`src/logic/restart_pkg.sv`:
```
package restart_pkg;

    // ----------------------------------------
    // Timebase
    // ----------------------------------------
    localparam int CLK_PERIOD_NS   = 10;
    localparam int TICK_TIME_MS    = 100;
    localparam int TICK_CYCLES_DEF = TICK_TIME_MS * 1000000 / CLK_PERIOD_NS;
    localparam int UV_TRIP_TIME_S  = 40;
    localparam int UV_TRIP_TICKS   = UV_TRIP_TIME_S * 1000 / TICK_TIME_MS;
    localparam logic [4:0] RETRY_FINITE_MAX = 5'h10;

    // ----------------------------------------
    // Register offsets
    // ----------------------------------------
    localparam logic [7:0] OFS_CTRL   = 8'h00;
    localparam logic [7:0] OFS_OLIM   = 8'h04;
    localparam logic [7:0] OFS_WAIT   = 8'h08;
    localparam logic [7:0] OFS_THRESH = 8'h0c;
    localparam logic [7:0] OFS_STATUS = 8'h10;
    localparam logic [7:0] OFS_IRQ_ST = 8'h14;
    localparam logic [7:0] OFS_IRQ_MK = 8'h18;
    localparam logic [7:0] OFS_CMD    = 8'h1c;

    // ----------------------------------------
    // Field positions and writable masks
    // ----------------------------------------
    localparam int POS_MODE     = 0;
    localparam int POS_STOPTRIP = 4;
    localparam int POS_OUT_UNL  = 8;
    localparam int POS_UV_UNL   = 9;
    localparam int POS_OVC_MODE = 12;
    localparam int POS_OVC_LIM  = 16;
    localparam int POS_ST_STATE = 0;
    localparam int POS_ST_TRIP  = 4;
    localparam int POS_ST_ATT   = 8;
    localparam int POS_IRQ_OUT  = 0;
    localparam int POS_IRQ_RST  = 1;
    localparam int POS_IRQ_TRIP = 2;
    localparam int POS_CMD_CLR  = 0;
    localparam logic [31:0] MSK_CTRL   = 32'h0003_7337;
    localparam logic [31:0] MSK_OLIM   = 32'h0000_00ff;
    localparam logic [31:0] MSK_WAIT   = 32'h0000_03ff;
    localparam logic [31:0] MSK_THRESH = 32'h0000_ffff;
    localparam logic [31:0] MSK_IRQ    = 32'h0000_0007;

    // ----------------------------------------
    // Reset values
    // ----------------------------------------
    localparam logic [31:0] RST_CTRL   = 32'h0001_0000;
    localparam logic [31:0] RST_OLIM   = 32'h0000_000a;
    localparam logic [31:0] RST_WAIT   = 32'h0000_000a;
    localparam logic [31:0] RST_THRESH = 32'h0000_0000;

    // ----------------------------------------
    // Codes
    // ----------------------------------------
    localparam logic [2:0] MODE_TRIP       = 3'h0;
    localparam logic [2:0] MODE_ZERO       = 3'h1;
    localparam logic [2:0] MODE_MATCH      = 3'h2;
    localparam logic [2:0] MODE_MATCH_STOP = 3'h3;
    localparam logic [2:0] MODE_INPUT      = 3'h4;
    localparam logic [1:0] STOP_NO_TRIP    = 2'h0;
    localparam logic [1:0] STOP_TRIP       = 2'h1;
    localparam logic [1:0] STOP_NO_TRIP_DEC = 2'h2;
    localparam logic [2:0] TRIP_NONE       = 3'h0;
    localparam logic [2:0] TRIP_POWER      = 3'h1;
    localparam logic [2:0] TRIP_UNDERVOLT  = 3'h2;
    localparam logic [2:0] TRIP_OVC        = 3'h3;
    localparam logic [2:0] TRIP_DECEL_STOP = 3'h4;
    localparam logic [1:0] KIND_ZERO       = 2'h0;
    localparam logic [1:0] KIND_MATCH      = 2'h1;
    localparam logic [1:0] KIND_INPUT      = 2'h2;

    typedef enum logic [1:0] {CAUSE_PWR, CAUSE_UV, CAUSE_OVC} cause_type;

    typedef struct packed {
        logic [2:0]  restart_mode_select;
        logic [1:0]  stopped_outage_trip_select;
        logic        outage_retry_count_select;
        logic        undervolt_retry_count_select;
        logic [2:0]  overload_retry_select;
        logic [1:0]  overload_retry_limit;
        logic [7:0]  outage_time_limit;
        logic [9:0]  restart_wait_time;
        logic [15:0] zero_restart_freq_threshold;
    } cfg_type;

endpackage

```
`src/logic/power_loss_restart_supervisor.sv`:
```
// What this block does
// - The restart mode picks trip, retry from zero, retry matched, matched then stop and trip, or retry from input.
// - In a retry mode restarts are tried up to the retry count and the block trips once they are used up.
// - Outage retry select 00 allows 16 attempts and 01 allows unlimited attempts with no exhaustion trip.
// - A restart follows only if the outage stays within the outage time limit, otherwise the block trips.
// - Each restart attempt is preceded by the programmed restart wait time.
// - The stopped outage trip select decides whether an outage while stopped trips (01) or not (00, 02).
// - Below the zero restart threshold a matched restart becomes a restart from zero frequency.
// - Undervoltage lasting 40 seconds trips with the undervoltage code even while retrying.
// - Undervoltage retry select 00 allows 16 attempts and 01 allows unlimited attempts.
// - After an overcurrent fault one restart is made per fault, as the attempt count is zero at each fault, so the one to three limit never trips.
// - If the trip cause is still present when the restart wait ends, the block trips.
//
// The Wishbone register port and the placing of the registers were decided locally.
`timescale 1ns/10ps
module power_loss_restart_supervisor
    import restart_pkg::*;
#(
    parameter int TICK_CYCLES = TICK_CYCLES_DEF
) (
    // Clock and reset
    input  wire logic        CLK,
    input  wire logic        RST,
    // Wishbone slave
    input  wire logic        CYC_I,
    input  wire logic        STB_I,
    input  wire logic        WE_I,
    input  wire logic [7:0]  ADR_I,
    input  wire logic [3:0]  SEL_I,
    input  wire logic [31:0] DAT_I,
    output logic      [31:0] DAT_O,
    output logic             ACK_O,
    // Supply monitor and drive status
    input  wire logic        PWR_FAIL,
    input  wire logic        UNDERVOLT,
    input  wire logic        FAULT_OVC,
    input  wire logic        RUN_CMD,
    input  wire logic [15:0] MOTOR_FREQ,
    input  wire logic        RESTART_DONE,
    // Motor output stage control
    output logic             OUTPUT_OFF,
    output logic             RESTART_REQ,
    output logic      [1:0]  RESTART_KIND,
    output logic             DECEL_STOP_REQ,
    output logic             TRIP,
    output logic      [2:0]  TRIP_CODE,
    output logic             IRQ
);

    typedef enum logic [2:0] {ST_RUN, ST_OUTAGE, ST_WAIT, ST_RESTART, ST_DECEL, ST_TRIP} state_type;

    // ----------------------------------------
    // Registers
    // ----------------------------------------
    state_type   state_ff;
    state_type   nxt_state;
    cause_type   cause_ff;
    cause_type   nxt_cause;
    logic [4:0]  att_ff;
    logic [4:0]  nxt_att;
    logic [9:0]  cnt_ff;
    logic [9:0]  nxt_cnt;
    logic [2:0]  trip_ff;
    logic [2:0]  nxt_trip;
    logic [8:0]  uv_cnt_ff;
    logic [23:0] tick_cnt_ff;
    logic [31:0] ctrl_ff;
    logic [31:0] olim_ff;
    logic [31:0] wait_ff;
    logic [31:0] thresh_ff;
    logic [31:0] irq_st_ff;
    logic [31:0] irq_mk_ff;
    logic        ack_ff;
    logic [31:0] dat_ff;
    logic        req_ff;
    logic [1:0]  kind_ff;

    // ----------------------------------------
    // Bus decode
    // ----------------------------------------
    logic [31:0] bmask;
    logic        bus_req;
    logic        bus_wr;
    logic [31:0] rd_mux;
    logic [31:0] status_w;
    logic [31:0] irq_evt;
    logic        trip_clear;
    cfg_type     cfg;

    for (genvar g = 0; g < 4; g++) begin : g_bmask
        assign bmask[8*g +: 8] = {8{SEL_I[g]}};
    end

    assign bus_req    = CYC_I & STB_I & ~ack_ff;
    assign bus_wr     = bus_req & WE_I;
    assign trip_clear = bus_wr & (ADR_I == OFS_CMD) & SEL_I[0] & DAT_I[POS_CMD_CLR];
    assign status_w   = {19'h0, att_ff, 1'b0, trip_ff, 1'b0, 3'(state_ff)};

    assign rd_mux = (ADR_I == OFS_CTRL)   ? ctrl_ff   :
                    (ADR_I == OFS_OLIM)   ? olim_ff   :
                    (ADR_I == OFS_WAIT)   ? wait_ff   :
                    (ADR_I == OFS_THRESH) ? thresh_ff :
                    (ADR_I == OFS_STATUS) ? status_w  :
                    (ADR_I == OFS_IRQ_ST) ? irq_st_ff :
                    (ADR_I == OFS_IRQ_MK) ? irq_mk_ff : 32'h0;

    assign cfg.restart_mode_select          = ctrl_ff[POS_MODE +: 3];
    assign cfg.stopped_outage_trip_select   = ctrl_ff[POS_STOPTRIP +: 2];
    assign cfg.outage_retry_count_select    = ctrl_ff[POS_OUT_UNL];
    assign cfg.undervolt_retry_count_select = ctrl_ff[POS_UV_UNL];
    assign cfg.overload_retry_select        = ctrl_ff[POS_OVC_MODE +: 3];
    assign cfg.overload_retry_limit         = ctrl_ff[POS_OVC_LIM +: 2];
    assign cfg.outage_time_limit            = olim_ff[7:0];
    assign cfg.restart_wait_time            = wait_ff[9:0];
    assign cfg.zero_restart_freq_threshold  = thresh_ff[15:0];

    // ----------------------------------------
    // Timebase and supervision terms
    // ----------------------------------------
    logic       tick;
    logic       pwr_bad;
    logic [2:0] act_mode;
    logic       cause_live;
    logic       limit_hit;
    logic [2:0] cause_code;
    logic [4:0] ovc_lim;
    logic [1:0] kind_sel;
    logic       uv_expired;

    // Free-running tick: interval starts are not phase aligned, so times resolve to one tick
    assign tick       = (tick_cnt_ff == 24'(TICK_CYCLES - 1));
    assign pwr_bad    = PWR_FAIL | UNDERVOLT;
    assign act_mode   = (cause_ff == CAUSE_OVC) ? cfg.overload_retry_select : cfg.restart_mode_select;
    assign cause_live = (cause_ff == CAUSE_OVC) ? FAULT_OVC : pwr_bad;
    assign cause_code = (cause_ff == CAUSE_OVC) ? TRIP_OVC :
                        (cause_ff == CAUSE_UV)  ? TRIP_UNDERVOLT : TRIP_POWER;
    // A limit of zero behaves as one so an overload always gets one attempt
    assign ovc_lim    = (cfg.overload_retry_limit == 2'h0) ? 5'h1 : {3'h0, cfg.overload_retry_limit};
    assign limit_hit  = (cause_ff == CAUSE_OVC) ? (att_ff >= ovc_lim) :
                        (cause_ff == CAUSE_UV)  ? (~cfg.undervolt_retry_count_select &
                                                   (att_ff >= RETRY_FINITE_MAX)) :
                        (~cfg.outage_retry_count_select & (att_ff >= RETRY_FINITE_MAX));
    assign kind_sel   = (act_mode == MODE_INPUT) ? KIND_INPUT :
                        (act_mode == MODE_ZERO)  ? KIND_ZERO  :
                        (MOTOR_FREQ < cfg.zero_restart_freq_threshold) ? KIND_ZERO : KIND_MATCH;
    assign uv_expired = (uv_cnt_ff >= 9'(UV_TRIP_TICKS));

    // ----------------------------------------
    // Sequencer
    // ----------------------------------------
    logic       restart_go;
    logic       trip_go;
    logic       outage_go;
    logic [2:0] tcode;

    always_comb begin
        nxt_state  = state_ff;
        nxt_cause  = cause_ff;
        nxt_att    = att_ff;
        nxt_cnt    = (tick && cnt_ff != 10'h3ff) ? cnt_ff + 10'h1 : cnt_ff;
        nxt_trip   = trip_ff;
        restart_go = 1'b0;
        trip_go    = 1'b0;
        outage_go  = 1'b0;
        tcode      = TRIP_NONE;
        case (state_ff)
            ST_RUN: begin
                nxt_cnt = 10'h0;
                if (pwr_bad) begin
                    nxt_cause = (UNDERVOLT & ~PWR_FAIL) ? CAUSE_UV : CAUSE_PWR;
                    if (!RUN_CMD) begin
                        // Stopped or decelerating after run removed
                        trip_go = (cfg.stopped_outage_trip_select == STOP_TRIP);
                        tcode   = (UNDERVOLT & ~PWR_FAIL) ? TRIP_UNDERVOLT : TRIP_POWER;
                    end else if (cfg.restart_mode_select == MODE_TRIP) begin
                        trip_go = 1'b1;
                        tcode   = (UNDERVOLT & ~PWR_FAIL) ? TRIP_UNDERVOLT : TRIP_POWER;
                    end else begin
                        nxt_state = ST_OUTAGE;
                        outage_go = 1'b1;
                    end
                end else if (FAULT_OVC && RUN_CMD) begin
                    nxt_cause = CAUSE_OVC;
                    tcode     = TRIP_OVC;
                    if (cfg.overload_retry_select == MODE_TRIP) begin
                        trip_go = 1'b1;
                    end else begin
                        nxt_state = ST_WAIT;
                    end
                end
            end
            ST_OUTAGE: begin
                tcode = cause_code;
                if (cnt_ff > {2'h0, cfg.outage_time_limit}) begin
                    trip_go = 1'b1;
                end else if (!pwr_bad) begin
                    nxt_cnt = 10'h0;
                    if (limit_hit) begin
                        trip_go = 1'b1;
                    end else begin
                        nxt_state = ST_WAIT;
                    end
                end
            end
            ST_WAIT: begin
                tcode = cause_code;
                if (cnt_ff >= cfg.restart_wait_time) begin
                    if (cause_live) begin
                        trip_go = 1'b1;
                    end else if (limit_hit) begin
                        trip_go = 1'b1;
                    end else begin
                        restart_go = 1'b1;
                        nxt_att    = (att_ff == 5'h1f) ? att_ff : att_ff + 5'h1;
                        nxt_state  = ST_RESTART;
                    end
                end
            end
            ST_RESTART: begin
                nxt_cnt = 10'h0;
                if (pwr_bad) begin
                    nxt_cause = (UNDERVOLT & ~PWR_FAIL) ? CAUSE_UV : CAUSE_PWR;
                    nxt_state = ST_OUTAGE;
                    outage_go = 1'b1;
                end else if (RESTART_DONE) begin
                    if (act_mode == MODE_MATCH_STOP) begin
                        nxt_state = ST_DECEL;
                    end else begin
                        nxt_att   = 5'h0;
                        nxt_state = ST_RUN;
                    end
                end
            end
            ST_DECEL: begin
                tcode   = TRIP_DECEL_STOP;
                trip_go = (MOTOR_FREQ == 16'h0);
            end
            ST_TRIP: begin
                if (trip_clear) begin
                    nxt_state = ST_RUN;
                    nxt_att   = 5'h0;
                    nxt_trip  = TRIP_NONE;
                end
            end
            default: begin
                nxt_state = ST_RUN;
            end
        endcase
        // Long undervoltage overrides every retry state
        if (uv_expired && state_ff != ST_RUN && state_ff != ST_TRIP) begin
            trip_go = 1'b1;
            tcode   = TRIP_UNDERVOLT;
        end
        if (trip_go) begin
            restart_go = 1'b0;
            nxt_state  = ST_TRIP;
            nxt_trip   = tcode;
        end
    end

    assign irq_evt = {29'h0, trip_go, restart_go, outage_go};

    always_ff @(posedge CLK) begin
        if (RST) begin
            state_ff <= ST_RUN;
            cause_ff <= CAUSE_PWR;
            att_ff   <= 5'h0;
            cnt_ff   <= 10'h0;
            trip_ff  <= TRIP_NONE;
            req_ff   <= 1'b0;
            kind_ff  <= KIND_ZERO;
        end else begin
            state_ff <= nxt_state;
            cause_ff <= nxt_cause;
            att_ff   <= nxt_att;
            cnt_ff   <= nxt_cnt;
            trip_ff  <= nxt_trip;
            req_ff   <= restart_go;
            kind_ff  <= restart_go ? kind_sel : kind_ff;
        end
    end

    always_ff @(posedge CLK) begin
        if (RST) begin
            tick_cnt_ff <= 24'h0;
            uv_cnt_ff   <= 9'h0;
        end else begin
            tick_cnt_ff <= tick ? 24'h0 : tick_cnt_ff + 24'h1;
            uv_cnt_ff   <= !UNDERVOLT ? 9'h0 : (tick && !uv_expired) ? uv_cnt_ff + 9'h1 : uv_cnt_ff;
        end
    end

    // ----------------------------------------
    // Register file
    // ----------------------------------------
    always_ff @(posedge CLK) begin
        if (RST) begin
            ctrl_ff   <= RST_CTRL;
            olim_ff   <= RST_OLIM;
            wait_ff   <= RST_WAIT;
            thresh_ff <= RST_THRESH;
            irq_mk_ff <= 32'h0;
        end else if (bus_wr) begin
            if (ADR_I == OFS_CTRL)   ctrl_ff   <= ((ctrl_ff & ~bmask) | (DAT_I & bmask)) & MSK_CTRL;
            if (ADR_I == OFS_OLIM)   olim_ff   <= ((olim_ff & ~bmask) | (DAT_I & bmask)) & MSK_OLIM;
            if (ADR_I == OFS_WAIT)   wait_ff   <= ((wait_ff & ~bmask) | (DAT_I & bmask)) & MSK_WAIT;
            if (ADR_I == OFS_THRESH) thresh_ff <= ((thresh_ff & ~bmask) | (DAT_I & bmask)) & MSK_THRESH;
            if (ADR_I == OFS_IRQ_MK) irq_mk_ff <= ((irq_mk_ff & ~bmask) | (DAT_I & bmask)) & MSK_IRQ;
        end
    end

    // Status bits: a new event in the clearing cycle stays set
    always_ff @(posedge CLK) begin
        if (RST) begin
            irq_st_ff <= 32'h0;
        end else begin
            irq_st_ff <= ((irq_st_ff & ~((bus_wr && ADR_I == OFS_IRQ_ST) ? (DAT_I & bmask) : 32'h0)) | irq_evt)
                         & MSK_IRQ;
        end
    end

    always_ff @(posedge CLK) begin
        if (RST) begin
            ack_ff <= 1'b0;
            dat_ff <= 32'h0;
        end else begin
            ack_ff <= bus_req;
            dat_ff <= (bus_req && !WE_I) ? rd_mux : 32'h0;
        end
    end

    // ----------------------------------------
    // Outputs
    // ----------------------------------------
    assign ACK_O          = ack_ff;
    assign DAT_O          = dat_ff;
    assign RESTART_REQ    = req_ff;
    assign RESTART_KIND   = kind_ff;
    assign OUTPUT_OFF     = (state_ff == ST_OUTAGE) | (state_ff == ST_WAIT) | (state_ff == ST_TRIP);
    assign DECEL_STOP_REQ = (state_ff == ST_DECEL);
    assign TRIP           = (state_ff == ST_TRIP);
    assign TRIP_CODE      = trip_ff;
    assign IRQ            = |(irq_st_ff & irq_mk_ff);

endmodule

```
`config.mk`:
```
export PLATFORM = sky130hd
export DESIGN_NAME = power_loss_restart_supervisor
export DESIGN_NICKNAME = d
export VERILOG_FILES = /design/src/logic/restart_pkg.sv /design/src/logic/power_loss_restart_supervisor.sv
export SDC_FILE = /design/constraint.sdc
export NUM_CORES = 1
export LEC_CHECK = 0
export CAP_MARGIN = 20
export CORE_MARGIN = 3
export CORE_UTILIZATION = 35
export CTS_CLUSTER_SIZE = 12
export DETAILED_ROUTE_END_ITERATION = 10
export DONT_BUFFER_PORTS = 1
export PLACE_DENSITY = 0.55
export SLEW_MARGIN = 10
export SYNTH_ARGS = -nofsm -noshare
export SYNTH_HDL_FRONTEND = slang
export SYNTH_SLANG_ARGS = --single-unit
```
`constraint.sdc`:
```
create_clock -name CLK -period 4.7 [get_ports CLK]
set_input_delay 0.235 -clock CLK [delete_from_list [all_inputs] [get_ports CLK]]
set_output_delay 0.235 -clock CLK [all_outputs]
set_load 0.005 [all_outputs]
```
Word level (Yosys, flattened, before mapping) --
Index checks and enable logic that the tools add are counted.
Storage, ports and cells: register bits after elaboration 144, word-level logic and storage cells 242, input port bits 70
Cells by class: muxes and demuxes 84, equality and inequality tests 52, $lt $le $gt $ge 6, add/sub/neg operators 4, reductions and logical operators 40, bitwise gates (word level) 35
Operators with widths (number):
- 18-bit two-way mux | 4
- 3-bit two-way mux | 24
- 5-bit two-way mux | 8
- 18-bit AND | 2
- 3-bit inequality test (second input constant) | 12
- 8-bit by 5-bit == test with 1-bit output (second input constant) | 4
- 32-bit OR reduction | 1
- 10-bit two-way mux | 3
- 1-bit two-way mux | 26
- 13-bit AND reduction | 2
- 24-bit by 1-bit adder with 24-bit output (second input constant) | 1
- 24-bit == test (second input constant) | 1
- 2-bit two-way mux | 11
- 2-bit inequality test (second input constant) | 11
- 4-bit inequality test (second input constant) | 5
- 10-bit case mux with 2 select lines | 1
- 18-bit NOT | 1
- 18-bit OR | 1
- 3-bit case mux with 6 select lines | 1
- 16-bit AND | 1
- 8-bit by 4-bit == test with 1-bit output (second input constant) | 2
- 16-bit logical NOT | 1
- 16-bit < comparator | 1
- 16-bit OR | 1
- 48 further kinds | 96

Logic depth before layout (Yosys ltp) --
depth in word-level cells 11, depth in mapped cells 11, depth with buffers taken out 10

Worst setup path before layout --
OpenSTA, ideal clock, no wires.
path kind flip-flop to flip-flop, start register (tool-made name), end register trip_ff[1], in the netlist TRIP_CODE[1], data required time 4568 ps, setup slack 2080 ps, stages on the path, launching flop included 11, path buffers 1, arrival 2488 ps, period minus slack after synthesis 2620 ps, cells stage by stage dfxtp_1 > inv_1 > ha_1 > nand4_1 > or4_1 > and3_1 > or4_1 > and3b_1 > clkbuf_1 > o21bai_1 > a21oi_1
RTL lines:
- end signal, assigned | line power_loss_restart_supervisor.sv:277 | trip_ff <= nxt_trip;
- end, declared | line power_loss_restart_supervisor.sv:63 | logic [2:0] trip_ff;

==> results by group <==
STA
  – Worst-Margin Slew: ~1.1 ns
  – Setup TNS: 0 ns
  – Fin crit share: 0.676
  – Fmax: 315 MHz
  – Setup Viol. Count Final: 0
  – Unrepaired setup endpoints after global routing: no
  – Fin. Hold Viols: 0
  – Min Tclk post-route: 3.18 ns
  – Slew Viols, Final: 0
  – Final Skew: between 0.01 and 0.015 ns
  – Slew HR: 0.292

Logic synthesis
  – Avg Synthesized Cell Area: around 8.3 um2
  – Ys Warns: 0
  – Register bit total from synthesis: 130
  – Sequential-to-total area share from yosys stat: 0.374
  – Asr flop ratio synth: 0
  – Yosys top cell by area: dfxtp_1
  – Post-synthesis instance area: 0.00696 mm2
  – Most common flop cell mapped by yosys: dfxtp_1
  – Synth top area share: 0.374
  – Distinct cells, synth: 65
  – Post-synthesis cell count: 842
  – Synth top cells by count: dfxtp_1 (130), nor2_1 (121), nand2_1 (72)
  – Most common cell in the netlist: dfxtp_1
  – EDFF count, synth: 0
  – Synth area leaders: dfxtp_1 (37%), ha_1 (7.7%), nor2_1 (6.5%)

Clock network
  – CTS buffer count: 17
  – CTS tree: done
  – CTS HTree Levels: 4
  – Clk_lat worst skew: 0.42 ns
  – Worst-path clk slew: approximately 0.06 ns
  – Sink Count: 130
  – Clock Tree Buf Depth: 2
  – Clock root buffer: clkbuf_16
  – Post-cts resize count: 0
  – # Post-CTS Setup Buffers: 0

Pwr
  – Total power: 2.90 mW
  – Power per standard cell area: 363 mW/mm2
  – Peak VDD IR: roughly 220 uV
  – Lkg Pwr: around 2.8 nW

Setup path
  – Crit path cell chain: inv_1 -> ha_1 -> or4_1 -> o21ai_0 -> and3_1 -> a21boi_1 -> a211oi_1 -> nand2_1 -> o31ai_1
  – CP Max Fanout: 8
  – CP endpoint: att_ff[0]$_SDFFE_PP0P_
  – CP Depth: 9
  – Top Family by Delay on Critical Path: compound AO/OA/AOI/OAI gates
  – CP required: ~5.0 ns
  – CP max stage delay: just over 0.8 ns
  – R2r setup slk: roughly 1.5 ns
  – Buf+Inv Stages, Crit Path: 1
  – Crit. End Element: flop
  – R2R cell count: 9
  – Crit path kind: flop to flop
  – Crit path launch type: flop
  – Worst reg2reg endpoint: att_ff[0]$_SDFFE_PP0P_
  – Slowest-stage cell, CP: a211oi_1
  – Worst Path Arrival: around 3.5 ns

Detailed routing
  – DR pass1 iterations: 5
  – Drc violations: 0
  – Routed vias/inst: 5.29
  – Drt total wl: about 19000 um
  – Routed length per placed instance: around 17 um
  – Via count: 5975
  – Post-route ant nets: 0
  – Starting DRT DRC Count: approximately 360

Placement
  – Placer Congestion: around 0.83
  – I/O Buffers: 0
  – Post-Place Cell Area: between 0.007 and 0.008 mm2
  – HPWL Detailed: 14000 um

Run
  – Max Cap Viol: 0

Floorplanning
  – Die width: 147 um
  – Die area: ~0.022 mm2
  – CORE AREA: around 0.019 mm2
  – I/O pins: roughly 110
  – Initial Util: 0.364
  – Die Ht: ~150 um
  – Core Rows: 50

Global routing
  – GRT Total Usage: 0.183
  – Initial antenna violation count: 0
  – Overflow after GRT: 0
  – Vias in the first global route: roughly 6000
  – First-pass GRT wire length: 31500 um
  – Pin count of the biggest net entering global routing: 64

Finish
  – Layout cell share with drive strength beyond 1: 0.0529
  – Fin nets: a little under 1000
  – # diodes: 0
  – Final core utilization: 0.417
  – Final instance area: 0.00799 mm2
  – Area grow syn2layout: 14.7%

Min path
  – Hold WC Path Type: input port to flop

Run status
  – Status: finished, final reports clean
timing repair:
| item | in CTS | in global routing |
|---|---|---|
| endpoints found under the hold margin | 69 | 0 |
| endpoints found under the setup margin | 0 | 0 |
| hold buffers | 25 | 0 |
report_power, final:
part / switching [mW] / total, mW / internal (mW)
clock: 0.508 / 1.32 / 0.808
sequential: 0.0670 / 1.20 / 1.13
combinational: 0.230 / 0.384 / 0.155
stage by stage:
step                      std cells  worst slack [ns]  hold slack [ns]
after floorplan                 855              2.08            0.323
after global placement         1073              1.66            0.326
after detailed placement       1073              1.56            0.330
after CTS                      1130              1.57          0.00170
after global routing           1130              1.13          0.00722
final                          1130              1.52           0.0161
layout by cell type (no fill, tap or decap), types with 17 or more instances in the layout:
cell and count:
nor3_1 21, clkbuf_16 17, dfxtp_1 130, nand3_1 21
nand4_1 22, dlygate4sd3_1 24, mux2i_1 45, nor2_1 121
a21oi_1 46, inv_1 53, xor2_1 29, nand2_1 72
ha_1 43, o21ai_0 33
logic make-up after synthesis:
kind of cell / synth area share
and+or+nand+nor: 0.237
AOI/OAI and AO/OA: 0.137
DFF: 0.374
buffers and inverters: 0.0602
muxes: 0.0679
adders and majority gates: 0.0773
xor gates and xnor gates: 0.0465
other: 0.000539
worst reg2reg max path: cells and delay by family, from the launching register on:
family,cells,cell delay (ns)
buffers and inverters,1,0.07
DFF,1,0.36
AOI/OAI and AO/OA,4,1.58
adders and majority gates,1,0.17
and+or+nand+nor,3,0.91
worst min-delay path by stage:
stage                  start  slack [ns]                       to  depth (start not counted)
floorplan                RST        0.32         ACK_O$_SDFF_PP0_                          1
global placement         RST        0.33                     flop                          1
detailed placement       RST        0.33                     flop                          1
CTS                 ADR_I[3]       0.002      DAT_O[7]$_SDFF_PP0_                          2
global route        DAT_I[0]       0.007  irq_st_ff[0]$_SDFF_PP0_                          3
finish              ADR_I[3]        0.02      DAT_O[7]$_SDFF_PP0_                          2
metal layers:
metal | GRT usage | vias up | share of wire
li1 | - | 2961 | -
met1 | 0.242 | 2826 | 0.48
met2 | 0.284 | 164 | 0.44
met3 | 0.0568 | 24 | 0.060
met4 | 0.0629 | 0 | 0.020
met5 | 0 | - | 0
final cells by class:
cell class	instances	area [um2]
fill	1990	11200
multi-input combinational	628	3990
sequential	130	2600
clock buffer	20	457
tap	260	325
timing repair buffer	27	283
inverter	53	199
clock inverter	12	130
Note: power is estimated with default switching activity, not from simulation.
